--- src/logic/ccr_pkg.sv ---
// register map, reset values and carriers for the charger register bank
package ccr_pkg;

  // register addresses
  localparam logic [7:0] CCR_ADDR_CONTROL_STATUS = 8'h00;
  localparam logic [7:0] CCR_ADDR_MODE_CONFIG = 8'h01;
  localparam logic [7:0] CCR_ADDR_FLOAT_VOLTAGE = 8'h02;
  localparam logic [7:0] CCR_ADDR_CHIP_ID = 8'h03;
  localparam logic [7:0] CCR_ADDR_CHIP_ID_ALT = 8'h3b;
  localparam logic [7:0] CCR_ADDR_CHARGE_CURRENT = 8'h04;

  // field positions
  localparam int CCR_BIT_KICK = 7;
  localparam int CCR_BIT_EN_STAT = 6;
  localparam int CCR_BIT_SOFT_RESET = 7;

  // values after reset
  localparam logic CCR_RST_EN_STAT = 1'h1;
  localparam logic [7:0] CCR_RST_MODE_CONFIG = 8'h30;
  localparam logic [7:0] CCR_RST_FLOAT_VOLTAGE = 8'h0a;
  localparam logic [7:0] CCR_RST_CHARGE_CURRENT = 8'h89;
  localparam logic [7:0] CCR_RDATA_UNMAPPED = 8'h00;

  // charge state codes
  localparam logic [1:0] CCR_STATE_READY = 2'h0;
  localparam logic [1:0] CCR_STATE_CHARGING = 2'h1;
  localparam logic [1:0] CCR_STATE_DONE = 2'h2;
  localparam logic [1:0] CCR_STATE_FAULT = 2'h3;

  // pin synchroniser depth and read latency in cycles
  localparam int CCR_SYNC_STAGES = 3;
  localparam int CCR_READ_LATENCY = 1;

  // configuration seen by the analog charger
  typedef struct packed {
    logic [1:0] input_current_limit;
    logic [1:0] weak_battery_threshold;
    logic termination_enable;
    logic charger_disable;
    logic high_impedance_select;
    logic operating_mode_select;
    logic [5:0] float_voltage_code;
    logic boost_request_polarity;
    logic boost_request_enable;
    logic [2:0] max_charge_current;
    logic [2:0] termination_current;
  } ccr_cfg_s;

  // live status reported by the analog charger
  typedef struct packed {
    logic [1:0] charge_state;
    logic boost_active;
    logic [2:0] fault_code;
  } ccr_status_s;

endpackage : ccr_pkg

--- src/logic/ccr_register_bank.sv ---
// control and status register bank of the single-cell charger
//
// Contract
// - writing one to kick bit restarts timer
// - kick bit reads the boost request pin
// - status pin low when charging, pulses faults
// - charge state field reports ready/charging/done/fault
// - boost bit shows boost mode active
// - fault bits give charge or boost fault
// - input current limit field is read-write
// - weak battery threshold field selects 3.4-3.7 V
// - termination enable bit is read-write
// - charger enable bit is active low
// - high impedance select bit is read-write
// - operating mode bit selects charge or boost
// - float voltage code defaults to 000010
// - polarity bit sets boost pin active level
// - enable bit makes boost pin honoured
// - identification register is read-only fixed fields
// - soft reset bit restores charge parameters
// - max charge current field is read-write
// - charge current bit 3 reads one
// - termination current field is read-write
// - bytes travel most significant bit first
`timescale 1ns/1ps
module ccr_register_bank #(
  parameter logic [2:0] SUPPLIER_CODE = 3'h3, // arbitrary value
  parameter logic [2:0] PART_NUMBER = 3'h2, // arbitrary value
  parameter logic [1:0] REVISION = 2'h1 // arbitrary value
) (
  input wire logic ref_clk, // 250 MHz system clock
  input wire logic rstn, // async reset, active low
  input wire logic [7:0] reg_addr, // register address from serial engine
  input wire logic [7:0] reg_wdata, // write byte, bit 7 first on the wire
  input wire logic reg_wr, // write strobe, one cycle
  input wire logic reg_rd, // read strobe, one cycle
  output logic [7:0] reg_rdata, // read byte, bit 7 first on the wire
  output logic reg_rvalid, // read byte valid, one cycle
  input wire logic boost_request_pin, // external boost request pin, async
  input wire ccr_pkg::ccr_status_s status, // live charger status
  input wire logic fault_blink, // fault pulse pattern from charger
  output logic safety_timer_kick, // one-cycle timer restart pulse
  output logic stat_out, // status pin level, always low
  output logic stat_oe_n, // status pin enable, low drives low
  output logic boost_request, // qualified boost request level
  output ccr_pkg::ccr_cfg_s cfg // configuration to the charger
);
  import ccr_pkg::*;

  // register state
  logic en_stat_r;
  logic [7:0] mode_cfg_r;
  logic [7:0] float_cfg_r;
  logic [2:0] max_charge_r;
  logic [2:0] term_current_r;
  logic kick_r;
  logic [7:0] rdata_r;
  logic rvalid_r;
  logic stat_oe_n_r;
  logic boost_req_r;
  logic [CCR_SYNC_STAGES-1:0] pin_sync_r;
  logic pin_lvl_r;

  // address decode
  wire wr_ctrl = reg_wr && (reg_addr == CCR_ADDR_CONTROL_STATUS);
  wire wr_mode = reg_wr && (reg_addr == CCR_ADDR_MODE_CONFIG);
  wire wr_float = reg_wr && (reg_addr == CCR_ADDR_FLOAT_VOLTAGE);
  wire wr_charge_current_config = reg_wr && (reg_addr == CCR_ADDR_CHARGE_CURRENT);
  wire soft_reset = wr_charge_current_config && reg_wdata[CCR_BIT_SOFT_RESET];
  wire is_id = (reg_addr == CCR_ADDR_CHIP_ID) || (reg_addr == CCR_ADDR_CHIP_ID_ALT);

  // register images as read back
  wire [7:0] ctrl_img = {pin_lvl_r, en_stat_r, status.charge_state, status.boost_active,
                         status.fault_code};
  wire [7:0] id_img = {SUPPLIER_CODE, PART_NUMBER, REVISION};
  wire [7:0] charge_current_config_img = {1'b1, max_charge_r, 1'b1, term_current_r};

  // read multiplexer, unmapped addresses read zero
  wire [7:0] rd_mux =
    (reg_addr == CCR_ADDR_CONTROL_STATUS) ? ctrl_img :
    (reg_addr == CCR_ADDR_MODE_CONFIG) ? mode_cfg_r :
    (reg_addr == CCR_ADDR_FLOAT_VOLTAGE) ? float_cfg_r :
    is_id ? id_img :
    (reg_addr == CCR_ADDR_CHARGE_CURRENT) ? charge_current_config_img : CCR_RDATA_UNMAPPED;

  // next values of the charge parameters
  wire [7:0] mode_nxt = soft_reset ? CCR_RST_MODE_CONFIG :
                        wr_mode ? reg_wdata : mode_cfg_r;
  wire [7:0] float_nxt = soft_reset ? CCR_RST_FLOAT_VOLTAGE :
                         wr_float ? reg_wdata : float_cfg_r;
  wire [2:0] max_charge_nxt = soft_reset ? CCR_RST_CHARGE_CURRENT[6:4] :
                              wr_charge_current_config ? reg_wdata[6:4] : max_charge_r;
  wire [2:0] term_nxt = soft_reset ? CCR_RST_CHARGE_CURRENT[2:0] :
                        wr_charge_current_config ? reg_wdata[2:0] : term_current_r;
  // only the enable bit of control_status is stored; a one in the kick bit gives a pulse
  wire en_stat_nxt = wr_ctrl ? reg_wdata[CCR_BIT_EN_STAT] : en_stat_r;
  wire kick_nxt = wr_ctrl && reg_wdata[CCR_BIT_KICK];

  // status pin: low while charging if enabled, and on fault pulses
  wire stat_low = (en_stat_r && (status.charge_state == CCR_STATE_CHARGING))
                  || fault_blink;

  // boost request from pin after polarity and enable
  wire pin_active = cfg.boost_request_polarity ? pin_lvl_r : !pin_lvl_r;
  wire boost_req_nxt = cfg.boost_request_enable && pin_active;

  // boost request pin synchroniser, change taken when last two agree
  always_ff @(posedge ref_clk or negedge rstn) begin
    if (!rstn) begin
      pin_sync_r <= '0;
      pin_lvl_r <= 1'b0;
    end else begin
      pin_sync_r <= {pin_sync_r[CCR_SYNC_STAGES-2:0], boost_request_pin};
      if (pin_sync_r[1] == pin_sync_r[2]) begin
        pin_lvl_r <= pin_sync_r[2];
      end
    end
  end

  // writable registers
  always_ff @(posedge ref_clk or negedge rstn) begin
    if (!rstn) begin
      en_stat_r <= CCR_RST_EN_STAT;
      mode_cfg_r <= CCR_RST_MODE_CONFIG;
      float_cfg_r <= CCR_RST_FLOAT_VOLTAGE;
      max_charge_r <= CCR_RST_CHARGE_CURRENT[6:4];
      term_current_r <= CCR_RST_CHARGE_CURRENT[2:0];
    end else begin
      en_stat_r <= en_stat_nxt;
      mode_cfg_r <= mode_nxt;
      float_cfg_r <= float_nxt;
      max_charge_r <= max_charge_nxt;
      term_current_r <= term_nxt;
    end
  end

  // read answer, pulses and pins, all registered
  always_ff @(posedge ref_clk or negedge rstn) begin
    if (!rstn) begin
      rdata_r <= CCR_RDATA_UNMAPPED;
      rvalid_r <= 1'b0;
      kick_r <= 1'b0;
      stat_oe_n_r <= 1'b1;
      boost_req_r <= 1'b0;
    end else begin
      rdata_r <= reg_rd ? rd_mux : rdata_r; // bit 7 leads on the wire
      rvalid_r <= reg_rd;
      kick_r <= kick_nxt;
      stat_oe_n_r <= !stat_low;
      boost_req_r <= boost_req_nxt;
    end
  end

  // outputs straight from flops, except stat_out tied low
  assign reg_rdata = rdata_r;
  assign reg_rvalid = rvalid_r;
  assign safety_timer_kick = kick_r;
  assign stat_out = 1'b0; // open drain, only pulls low
  assign stat_oe_n = stat_oe_n_r;
  assign boost_request = boost_req_r;

  // configuration fields from stored registers
  assign cfg.input_current_limit = mode_cfg_r[7:6];
  assign cfg.weak_battery_threshold = mode_cfg_r[5:4];
  assign cfg.termination_enable = mode_cfg_r[3];
  assign cfg.charger_disable = mode_cfg_r[2];
  assign cfg.high_impedance_select = mode_cfg_r[1];
  assign cfg.operating_mode_select = mode_cfg_r[0];
  assign cfg.float_voltage_code = float_cfg_r[7:2];
  assign cfg.boost_request_polarity = float_cfg_r[1];
  assign cfg.boost_request_enable = float_cfg_r[0];
  assign cfg.max_charge_current = max_charge_r;
  assign cfg.termination_current = term_current_r;
endmodule : ccr_register_bank

--- config.mk ---
export PLATFORM = sky130hd
export DESIGN_NAME = ccr_register_bank
export DESIGN_NICKNAME = d
export VERILOG_FILES = /design/src/logic/ccr_pkg.sv /design/src/logic/ccr_register_bank.sv
export SDC_FILE = /design/constraint.sdc
export NUM_CORES = 1
export LEC_CHECK = 0
export CORE_ASPECT_RATIO = 2
export CORE_MARGIN = 2
export CORE_UTILIZATION = 60
export CTS_CLUSTER_DIAMETER = 80
export CTS_CLUSTER_SIZE = 14
export DETAILED_ROUTE_END_ITERATION = 16
export DONT_BUFFER_PORTS = 1
export PLACE_DENSITY = 0.74
export SLEW_MARGIN = 20
export SYNTH_ARGS = -nofsm -noshare
export SYNTH_HDL_FRONTEND = slang
export SYNTH_SLANG_ARGS = --single-unit
--- constraint.sdc ---
create_clock -name ref_clk -period 1.6 [get_ports ref_clk]
set_clock_uncertainty 0.1 [all_clocks]
set_input_delay 0.24 -clock ref_clk [delete_from_list [all_inputs] [get_ports ref_clk]]
set_output_delay 0.24 -clock ref_clk [all_outputs]
set_load 0.02 [all_outputs]
==> reports/metrics.yaml, run 1 <==
timing:
  setup_viol: 0
  fin_crit_ns: 1.52
  clock.fmax_mhz: 656
  maxSlewViolCount: 0
  tns_ns: 0
  hold_viol: 1
  rsz0062_at_grt: "no"
  finalCritPeriodShare_pct: 95.2
  hold_ws_ns: -0.00234
logic_synthesis:
  synth_cell_types: 41
  syn_avg_cell_area_um2: 10.4
  synth_cells: 190
  yosysWarningCount: 0
  ys_seq_elements: 39
  syn-num-nets: 218
  synth_area_um2: 1980
  ys_seq_area_share_pct: 49.8
global_route:
  grt_overflow: 0
  antenna_found_initial: 0
  grt_pass1_vias: 1561
  grtUsageTotal_pct: 26.9
  grt_max_degree: 40
  grt_pass1_wl_mm: 7.43
route:
  wl_per_cell_um: 19.3
  drt_wl_total_mm: 4.56
  drt_iter0_markers: 28
  viasPerCell: 6.31
  drc_errors: 0
  via_count: 1490
  firstDrtPassIters: 4
  ant_nets: 0
clocking:
  htree_levels: 2
  post_cts_buffers: 0
  numCtsBuffers: 5
  cts_hold_buf: 10
  ctsRootBufferMaster: "clkbuf_8"
  cts_tree: "built"
  clock_latency_ns: 0.29
  clk_pin_slew_worst_paths_ns: 0.07
  clk_path_buf_depth: 2
  cts-resized-gates: 0
  cts_sinks: 39
critical_path:
  timing.critical_path.buf_inv: 1
  cp_top_family: "compound AO/OA/AOI/OAI gates"
  worst-setup-path-type: "flip-flop to flip-flop"
  slowest_delay_ns: 0.54
  cp_slowest_cell: "dfstp_2"
  cp_cell_sequence: "inv_1 > a211o_1 > a221oi_1 > mux2_2"
  start_kind: "flip-flop"
  worstPathMaxFanout: 2
  arrival_ns: 1.66
  critPathRequiredTime_ns: 1.73
  crit_path_end_kind: "flip-flop"
final_layout:
  antennaDiodeCount: 0
  final_util_pct: 70.4
  fill_cells: 264
  final_cell_area_um2: 2220
  drive_gt1_share_pct: 16.6
  syn2layout_area_growth_pct: 12.5
  layout.nets: 232
die:
  chipHeight_um: 85.2
  start_util_pct: 62.6
  coreArea_um2: 3160
  die_area_um2: 3800
  die_w_um: 44.6
  rows: 29
  io_pins: 63
power_and_ir_drop:
  total_power_mw: 1.93
  p_leak_nw: 1.10
  p_switching_uw: 492
  seq_power_share_pct: 58.3
  pwr-share-comb_pct: 9.5
  switching_share_pct: 25.4
  intPower_mw: 1.44
  pwr-share-clk_pct: 32.2
  peakVddDrop_mv: 0.659
  power_density_nw_per_um2: 870
min_path:
  hold_class: "input port to flip-flop"
run_status:
  violations: "negative hold slack"
  outcome: "finished with violations"
job:
  max_cap_viol_count: 0
placed_design:
  dp_hpwl_mm: 3.36
  port_buffers: 0
  gp_congestion: 0.811
  place_area_um2: 2030
## cell usage after synthesis, drive strengths merged
master / count / share of area [%]
a211o: 2 / 0.89
a21o: 1 / 0.38
a21oi: 5 / 1.3
a221oi: 6 / 2.7
a31o: 1 / 0.44
a31oi: 1 / 0.32
and2: 2 / 0.63
and3: 1 / 0.38
and4: 1 / 0.44
and4b: 1 / 0.51
buf: 7 / 2.0
clkbuf: 4 / 0.76
conb: 1 / 0.19
dfrtp: 32 / 41
dfstp: 7 / 9.3
inv: 7 / 1.3
maj3: 1 / 0.51
mux2: 3 / 1.7
mux2i: 17 / 8.6
nand2: 14 / 2.7
nand2b: 10 / 3.2
nand3: 4 / 1.0
nand3b: 3 / 1.1
nand4: 4 / 1.9
nor2: 19 / 3.6
nor2b: 3 / 0.95
nor3: 5 / 1.8
nor3b: 2 / 1.3
nor4: 2 / 1.4
o2111ai: 1 / 0.44
o211a: 1 / 0.51
o211ai: 2 / 0.76
o21a: 5 / 1.9
o21ai: 9 / 2.3
o22ai: 4 / 1.3
or3: 1 / 0.57
xnor2: 1 / 0.44
## worst paths after layout
path | slack (ns) | cells past startpoint | from | to
setup / recovery | 0.08 | 4 | mode_cfg_r[4] | reg_rdata[4]
hold / removal | -0.002 | 2 | reg_wdata[4] | max_charge_r[0]
setup reg to reg | 0.08 | 4 | mode_cfg_r[4] | reg_rdata[4]
hold reg to reg | 0.26 | 0 | pin_sync_r[0] | pin_sync_r[1]
max in group asynchronous | 0.83 | 2 | rstn | float_cfg_r[1]
min in group asynchronous | 0.30 | 2 | rstn | mode_cfg_r[6]
## layout by cell type, fill, tap and decap left out, types with 3 or more instances in the layout
cell / count
a21oi_1: 5
a221oi_1: 6
buf_4: 7
clkbuf_8: 5
dfrtp_1: 32
dfstp_2: 7
dlygate4sd3_1: 9
inv_1: 7
mux2_2: 3
mux2i_1: 17
nand2_1: 14
nand2b_1: 10
nand3_1: 4
nand3b_1: 3
nor2_1: 19
nor2b_1: 3
nor3_1: 4
o21a_1: 5
o21ai_0: 9
o22ai_1: 4
## flip-flops by register name, summed over array words and instances, names as in the netlist
name	flops
boost_request	1
en_stat_r	1
float_cfg_r	8
max_charge_r	3
mode_cfg_r	8
pin_lvl_r	1
pin_sync_r	3
reg_rdata	8
reg_rvalid	1
safety_timer_kick	1
stat_oe_n	1
term_current_r	3
## power by group through the flow
stage | Combinational (mW) | Clock [mW] | Sequential, mW
after floorplan | 0.133 | 0 | 1.14
after global placement | 0.135 | 0 | 1.14
after detailed placement | 0.141 | 0 | 1.15
after CTS | 0.185 | 0.631 | 1.13
after global routing | 0.206 | 0.668 | 1.13
final | 0.184 | 0.622 | 1.13
## layout make-up
cell class / count / area (um2) / share of cell area, %
flip-flops and latches: 39 / 985 / 44.3
multi-input cells: 133 / 910 / 40.9
repair buffers: 18 / 183 / 8.22
clock buffers: 7 / 76.3 / 3.43
well taps: 31 / 38.8 / 1.74
inverters: 7 / 26.3 / 1.18
clock inverters: 1 / 5.00 / 0.225
## metal layers
| layer | global-route usage, % | part of all wire [%] | wire length (um) |
|---|---|---|---|
| met1 | 29.7 | 37 | 1670 |
| met2 | 46.2 | 55 | 2520 |
| met3 | 7.87 | 6.0 | 274 |
| met4 | 10.7 | 2.0 | 92 |
| met5 | 0 | 0 | 0 |
## cell families (layout without fill, tap and decap cells)
group	Yosys count	after routing	share of synthesized area, %
adders and majority gates	1	1	0.507
other	1	1	0.190
xor gates and xnor gates	1	1	0.443
buffers and inverters	18	33	4.12
AOI/OAI and AO/OA	38	38	13.1
muxes	20	20	10.3
DFF	39	39	49.8
and+or+nand+nor	72	72	21.5
## per-stage QoR
step                      setup slack (ns)  std cells  hold WS, ns
after global placement               0.123        218       -0.155
after floorplan                      0.130        190       -0.156
after detailed placement            0.0978        218       -0.155
final                               0.0760        236     -0.00234
after global routing                0.0333        236      0.00114
after CTS                           0.0877        236      0.00243
Note: power is estimated with default switching activity, not from simulation.
==> run 2: changes to the inputs <==
--- a/config.mk
+++ b/config.mk
@@ -5,7 +5,7 @@
 export SDC_FILE = /design/constraint.sdc
 export NUM_CORES = 1
 export LEC_CHECK = 0
-export CORE_ASPECT_RATIO = 2
+export CORE_ASPECT_RATIO = 1.4
 export CORE_MARGIN = 2
 export CORE_UTILIZATION = 60
 export CTS_CLUSTER_DIAMETER = 80
==> reports/metrics.yaml, run 2 (same netlist as run 1, synthesis figures left out) <==
critical_path:
  crit_path_end_kind: "flip-flop"  # unchanged
  cp_cell_sequence: "inv_1 > a211o_1 > a221oi_1 > mux2_2"  # unchanged
  worstPathMaxFanout: 2  # unchanged
  worst-setup-path-type: "flip-flop to flip-flop"  # unchanged
  r2r.worst_path.cells: 4  # unchanged
  cp_slowest_cell: "dfstp_2"  # unchanged
  timing.rr.end: "reg_rdata[4]"  # unchanged
  rr_startpoint: "mode_cfg_r[4]"  # unchanged
  ff2ff_setup_slack_ns: 0.13  # was 0.08 ns
  start_kind: "flip-flop"  # unchanged
  critPathRequiredTime_ns: 1.74  # was 1.73 ns
  arrival_ns: 1.61  # was 1.66 ns
  slowest_delay_ns: 0.54  # about the same
final_layout:
  drive_gt1_share_pct: 16.8  # was 16.6%
  layout.nets: 235  # was 232
  final_cell_area_um2: 2280  # was 2220 um2
  layout_common_cells: "dfrtp_1, nor2_1, mux2i_1"  # unchanged
  antennaDiodeCount: 0  # unchanged
  syn2layout_area_growth_pct: 15.4  # was 12.5%
  final_cells: 247  # was 236
  fill_cells: 245  # was 264
  final_common_cell: "dfrtp_1"  # unchanged
  regArea_um2: 985  # unchanged
  multiInputGateArea_um2: 910  # unchanged
clocking:
  ctsRootBufferMaster: "clkbuf_8"  # unchanged
  clk_pin_slew_worst_paths_ns: 0.08  # was 0.07 ns
  numCtsBuffers: 5  # unchanged
  cts-resized-gates: 0  # unchanged
  clk_path_buf_depth: 2  # unchanged
  clock_latency_ns: 0.29  # about the same
  cts_tree: "built"  # unchanged
  htree_levels: 2  # unchanged
  cts_sinks: 39  # unchanged
die:
  rows: 24  # was 29
  die_area_um2: 3770  # was 3800 um2
  chipHeight_um: 71.9  # was 85.2 um
  coreArea_um2: 3120  # was 3160 um2
  start_util_pct: 63.3  # was 62.6%
  io_pins: 63  # unchanged
  die_w_um: 52.5  # was 44.6 um
global_route:
  grt_overflow: 0  # unchanged
  grtUsageTotal_pct: 27.6  # was 26.9%
  grt_pass1_wl_mm: 7.58  # was 7.43 mm
  antenna_found_initial: 0  # unchanged
  grt_max_degree: 40  # unchanged
  grt_pass1_vias: 1534  # was 1561
power_and_ir_drop:
  p_leak_nw: 1.12  # was 1.10 nW
  power_density_nw_per_um2: 938  # was 870 nW/um2
  peakVddDrop_mv: 0.894  # was 0.659 mV
timing:
  setup_ws_ns: 0.128  # was 0.0760 ns
  finalCritPeriodShare_pct: 92.0  # was 95.2%
  fin_crit_ns: 1.47  # was 1.52 ns
  hold_viol: 0  # was 1
  rsz0062_at_grt: "no"  # unchanged
  hold_ws_ns: 0.00776  # was -0.00234 ns
  clock.fmax_mhz: 679  # was 656 MHz
  tns_ns: 0  # unchanged
  maxSlewViolCount: 0  # unchanged
  setup_viol: 0  # unchanged
route:
  drc_errors: 0  # unchanged
  ant_nets: 0  # unchanged
  drt_iter0_markers: 54  # was 28
  wl_per_cell_um: 19.3  # about the same
  viasPerCell: 6.25  # was 6.31
  via_count: 1544  # was 1490
  drt_wl_total_mm: 4.76  # was 4.56 mm
  firstDrtPassIters: 4  # unchanged
placed_design:
  dp_cells: 226  # was 218
  port_buffers: 0  # unchanged
  place_area_um2: 2030  # about the same
  dp_hpwl_mm: 3.24  # was 3.36 mm
  place_ws_ns: 0.119  # was 0.0978 ns
  gp_congestion: 0.781  # was 0.811
min_path:
  worstHoldEndpoint: "reg_rdata[3]"  # was max_charge_r[0]
  hold_depth: 1  # was 2
  hold_class: "input port to flip-flop"  # unchanged
  hp-start: "reg_rd"  # was reg_wdata[4]
job:
  max_cap_viol_count: 0  # unchanged
run_status:
  outcome: "finished, final reports clean"  # was finished with violations
## run 2: cell count changes in the layout (fill, tap and decap cells not counted), sizes merged
cell	change
clkinv	-1
clkbuf	-1
clkinvlp	+1
bufinv	+1
dlygate4sd3	+3
## run 2: routing by layer
metal  track usage (%)  share of wire [%]  vias to the layer above
li1                  -                  -                      714
met1              35.9                 42                      767
met2              45.0                 50                       56
met3              6.58                6.4                        7
met4              9.40                1.6                        0
met5                 0                  0                        -
## run 2: report_power, final
| group | internal, mW | switching [mW] |
|---|---|---|
| combinational | 0.0984 | 0.0977 |
| clock | 0.465 | 0.351 |
| sequential | 1.04 | 0.0853 |
## run 2: what timing repair did
item / CTS / global route
hold buffers: 13 / 0
hold endpoints to repair: 62 / 0
buffers inserted: 0 / 0
## run 2: worst max-delay path by stage
stage	depth (start not counted)	end	slack, ns	start
5_1_grt	4	reg_rdata[4]	0.07	mode_cfg_r[4]
6_report	4	reg_rdata[4]	0.13	mode_cfg_r[4]
4_1_cts	4	reg_rdata[4]	0.12	mode_cfg_r[4]
3_3_place_gp	5	mode_cfg_r[7]	0.16	reg_addr[7]
2_1_floorplan	4	reg_rdata[4]	0.13	mode_cfg_r[4]
3_5_place_dp	5	float_cfg_r[6]	0.12	reg_addr[7]
## run 2: stage by stage
stage	utilization (%)	total power, mW
final	73.0	2.14
after global routing	73.0	2.21
after CTS	73.0	2.15
after detailed placement	65.0	1.29
after global placement	65.0	1.28
after floorplan	-	1.27
## run 2: final cells by class
class	count	share of cell area, %
tap	39	2.14
inverter	7	1.15
multi-input combinational	133	39.9
clock buffer	6	3.18
timing repair buffer	21	8.78
clock inverter	2	1.65
sequential	39	43.2
## run 2: critical path, delay by kind of cell (launching register included)
kind / cells / cell delay (ns)
multiplexers: 1 / 0.20
flip-flops: 1 / 0.54
buffers and inverters: 1 / 0.04
AO/OA/AOI/OAI: 2 / 0.54
==> run 3: changes to the inputs <==
--- a/config.mk
+++ b/config.mk
@@ -5,7 +5,6 @@
 export SDC_FILE = /design/constraint.sdc
 export NUM_CORES = 1
 export LEC_CHECK = 0
-export CORE_ASPECT_RATIO = 1.4
 export CORE_MARGIN = 2
 export CORE_UTILIZATION = 60
 export CTS_CLUSTER_DIAMETER = 80
==> reports/metrics.yaml, run 3 (same netlist as run 1, synthesis figures left out) <==
run_status:
  outcome: "finished, final reports clean"  # unchanged
clocking:
  htree_levels: 2  # unchanged
  clk_path_buf_depth: 2  # unchanged
  clock_latency_ns: 0.35  # was 0.29 ns
  post_cts_buffers: 0  # unchanged
  cts_sinks: 39  # unchanged
  cts_tree: "built"  # unchanged
  numCtsBuffers: 5  # unchanged
  clk_pin_slew_worst_paths_ns: 0.13  # was 0.08 ns
  ctsRootBufferMaster: "clkbuf_4"  # was clkbuf_8
power_and_ir_drop:
  p_leak_nw: 1.15  # was 1.12 nW
  total_power_mw: 1.94  # was 2.14 mW
  peakVddDrop_mv: 0.630  # was 0.894 mV
  power_density_nw_per_um2: 824  # was 938 nW/um2
min_path:
  hold_class: "input port to flip-flop"  # unchanged
  hold_depth: 2  # was 1
  worstHoldEndpoint: "reg_rdata[6]"  # was reg_rdata[3]
  hp-start: "reg_addr[1]"  # was reg_rd
critical_path:
  critPathRequiredTime_ns: 1.77  # was 1.74 ns
  rr_startpoint: "term_current_r[0]"  # was mode_cfg_r[4]
  arrival_ns: 1.68  # was 1.61 ns
  start_kind: "flip-flop"  # unchanged
  worstPathMaxFanout: 2  # unchanged
  crit_path_end_kind: "flip-flop"  # unchanged
  worst-setup-path-type: "flip-flop to flip-flop"  # unchanged
  timing.rr.end: "reg_rdata[0]"  # was reg_rdata[4]
  ff2ff_setup_slack_ns: 0.09  # was 0.13 ns
  r2r.worst_path.cells: 4  # unchanged
route:
  drt_iter0_markers: 117  # was 54
  via_count: 1597  # was 1544
  drc_errors: 0  # unchanged
  ant_nets: 0  # unchanged
  wl_per_cell_um: 18.5  # was 19.3 um
  viasPerCell: 6.10  # was 6.25
  drt_wl_total_mm: 4.84  # was 4.76 mm
  firstDrtPassIters: 4  # unchanged
placed_design:
  dp_hpwl_mm: 3.14  # was 3.24 mm
  place_ws_ns: 0.0545  # was 0.119 ns
  port_buffers: 0  # unchanged
  place_area_um2: 2040  # was 2030 um2
  gp_congestion: 0.827  # was 0.781
global_route:
  antenna_found_initial: 0  # unchanged
  grt_overflow: 0  # unchanged
  grt_max_degree: 40  # unchanged
  grt_pass1_wl_mm: 7.49  # was 7.58 mm
  grt_pass1_vias: 1580  # was 1534
  grtUsageTotal_pct: 28.1  # was 27.6%
timing:
  finalCritPeriodShare_pct: 94.4  # was 92.0%
  maxSlewViolCount: 0  # unchanged
  fin_crit_ns: 1.51  # was 1.47 ns
  hold_ws_ns: 0.00999  # was 0.00776 ns
  clock.fmax_mhz: 662  # was 679 MHz
  setup_ws_ns: 0.0895  # was 0.128 ns
  setup_viol: 0  # unchanged
  hold_viol: 0  # unchanged
die:
  die_area_um2: 3770  # about the same
  rows: 20  # was 24
  io_pins: 63  # unchanged
  coreArea_um2: 3100  # was 3120 um2
  chipHeight_um: 61.4  # was 71.9 um
  die_w_um: 61.4  # was 52.5 um
  start_util_pct: 63.7  # was 63.3%
final_layout:
  final_cell_area_um2: 2350  # was 2280 um2
  final_common_cell: "dfrtp_1"  # unchanged
  multiInputGateArea_um2: 916  # was 910 um2
  antennaDiodeCount: 0  # unchanged
  layout_common_cells: "dfrtp_1, dlygate4sd3_1, nor2_1"  # was dfrtp_1, nor2_1, mux2i_1
  drive_gt1_share_pct: 17.0  # was 16.8%
  fill_cells: 243  # was 245
  final_util_pct: 75.9  # was 73.0%
  layout.nets: 245  # was 235
  regArea_um2: 985  # unchanged
  syn2layout_area_growth_pct: 19.2  # was 15.4%
job:
  max_cap_viol_count: 0  # unchanged
-- run 3: changes by cell type in the layout (fill, tap and decap cells not counted) --
cell and change:
clkbuf_4 +5, clkbuf_1 -1, dlygate4sd3_1 +10, a221oi_2 +1
clkbuf_8 -3, a221oi_1 -1, bufinv_16 -1
-- run 3: repair_timing --
action / 4_1_cts / 5_1_grt
resized for setup: 0 / 1
hold buffers: 19 / 4
endpoints found under the hold margin: 74 / 5
setup endpoints to repair: 0 / 1
-- run 3: how the worst max path moves through the flow --
| stage | start | end | cells past startpoint |
|---|---|---|---|
| global placement | reg_addr[7] | mode_cfg_r[7] | 4 |
| finish | term_current_r[0] | reg_rdata[0] | 4 |
| floorplan | mode_cfg_r[4] | reg_rdata[4] | 4 |
| CTS | mode_cfg_r[4] | reg_rdata[4] | 4 |
| global route | term_current_r[0] | reg_rdata[0] | 4 |
| detailed placement | reg_addr[7] | mode_cfg_r[6] | 4 |
-- run 3: cell type report --
type / count / area share, %
clock buffers: 7 / 2.76
clock inverters: 1 / 0.319
flip-flops and latches: 39 / 41.8
multi-input cells: 133 / 38.9
well taps: 44 / 2.34
repair buffers: 31 / 12.8
inverters: 7 / 1.12
-- run 3: metrics by stage --
step | setup TNS, ns | cells
after floorplan | 0 | 190
after global placement | 0 | 231
after detailed placement | 0 | 231
after CTS | 0 | 258
after global routing | -0.00714 | 262
final | 0 | 262
-- run 3: power breakdown --
part	internal, mW	total, mW	leakage (nW)	switching, mW
registers	1.04	1.13	0.500	0.0847
logic	0.115	0.229	0.610	0.114
clock network	0.257	0.584	0.0375	0.327
-- run 3: critical path: stages, from the launching register on --
cell      delay (ns)
dfstp_2         0.61
inv_1           0.07
o21ai_0         0.22
nand3_1         0.14
a221oi_2        0.30
-- run 3: routing by layer --
metal / up-vias / part of all wire (%) / global-route usage (%)
met3: 5 / 8.3 / 11.1
met1: 784 / 42 / 37.3
li1: 732 / - / -
met2: 76 / 49 / 43.0
met5: - / 0 / 0
met4: 0 / 0.99 / 7.90
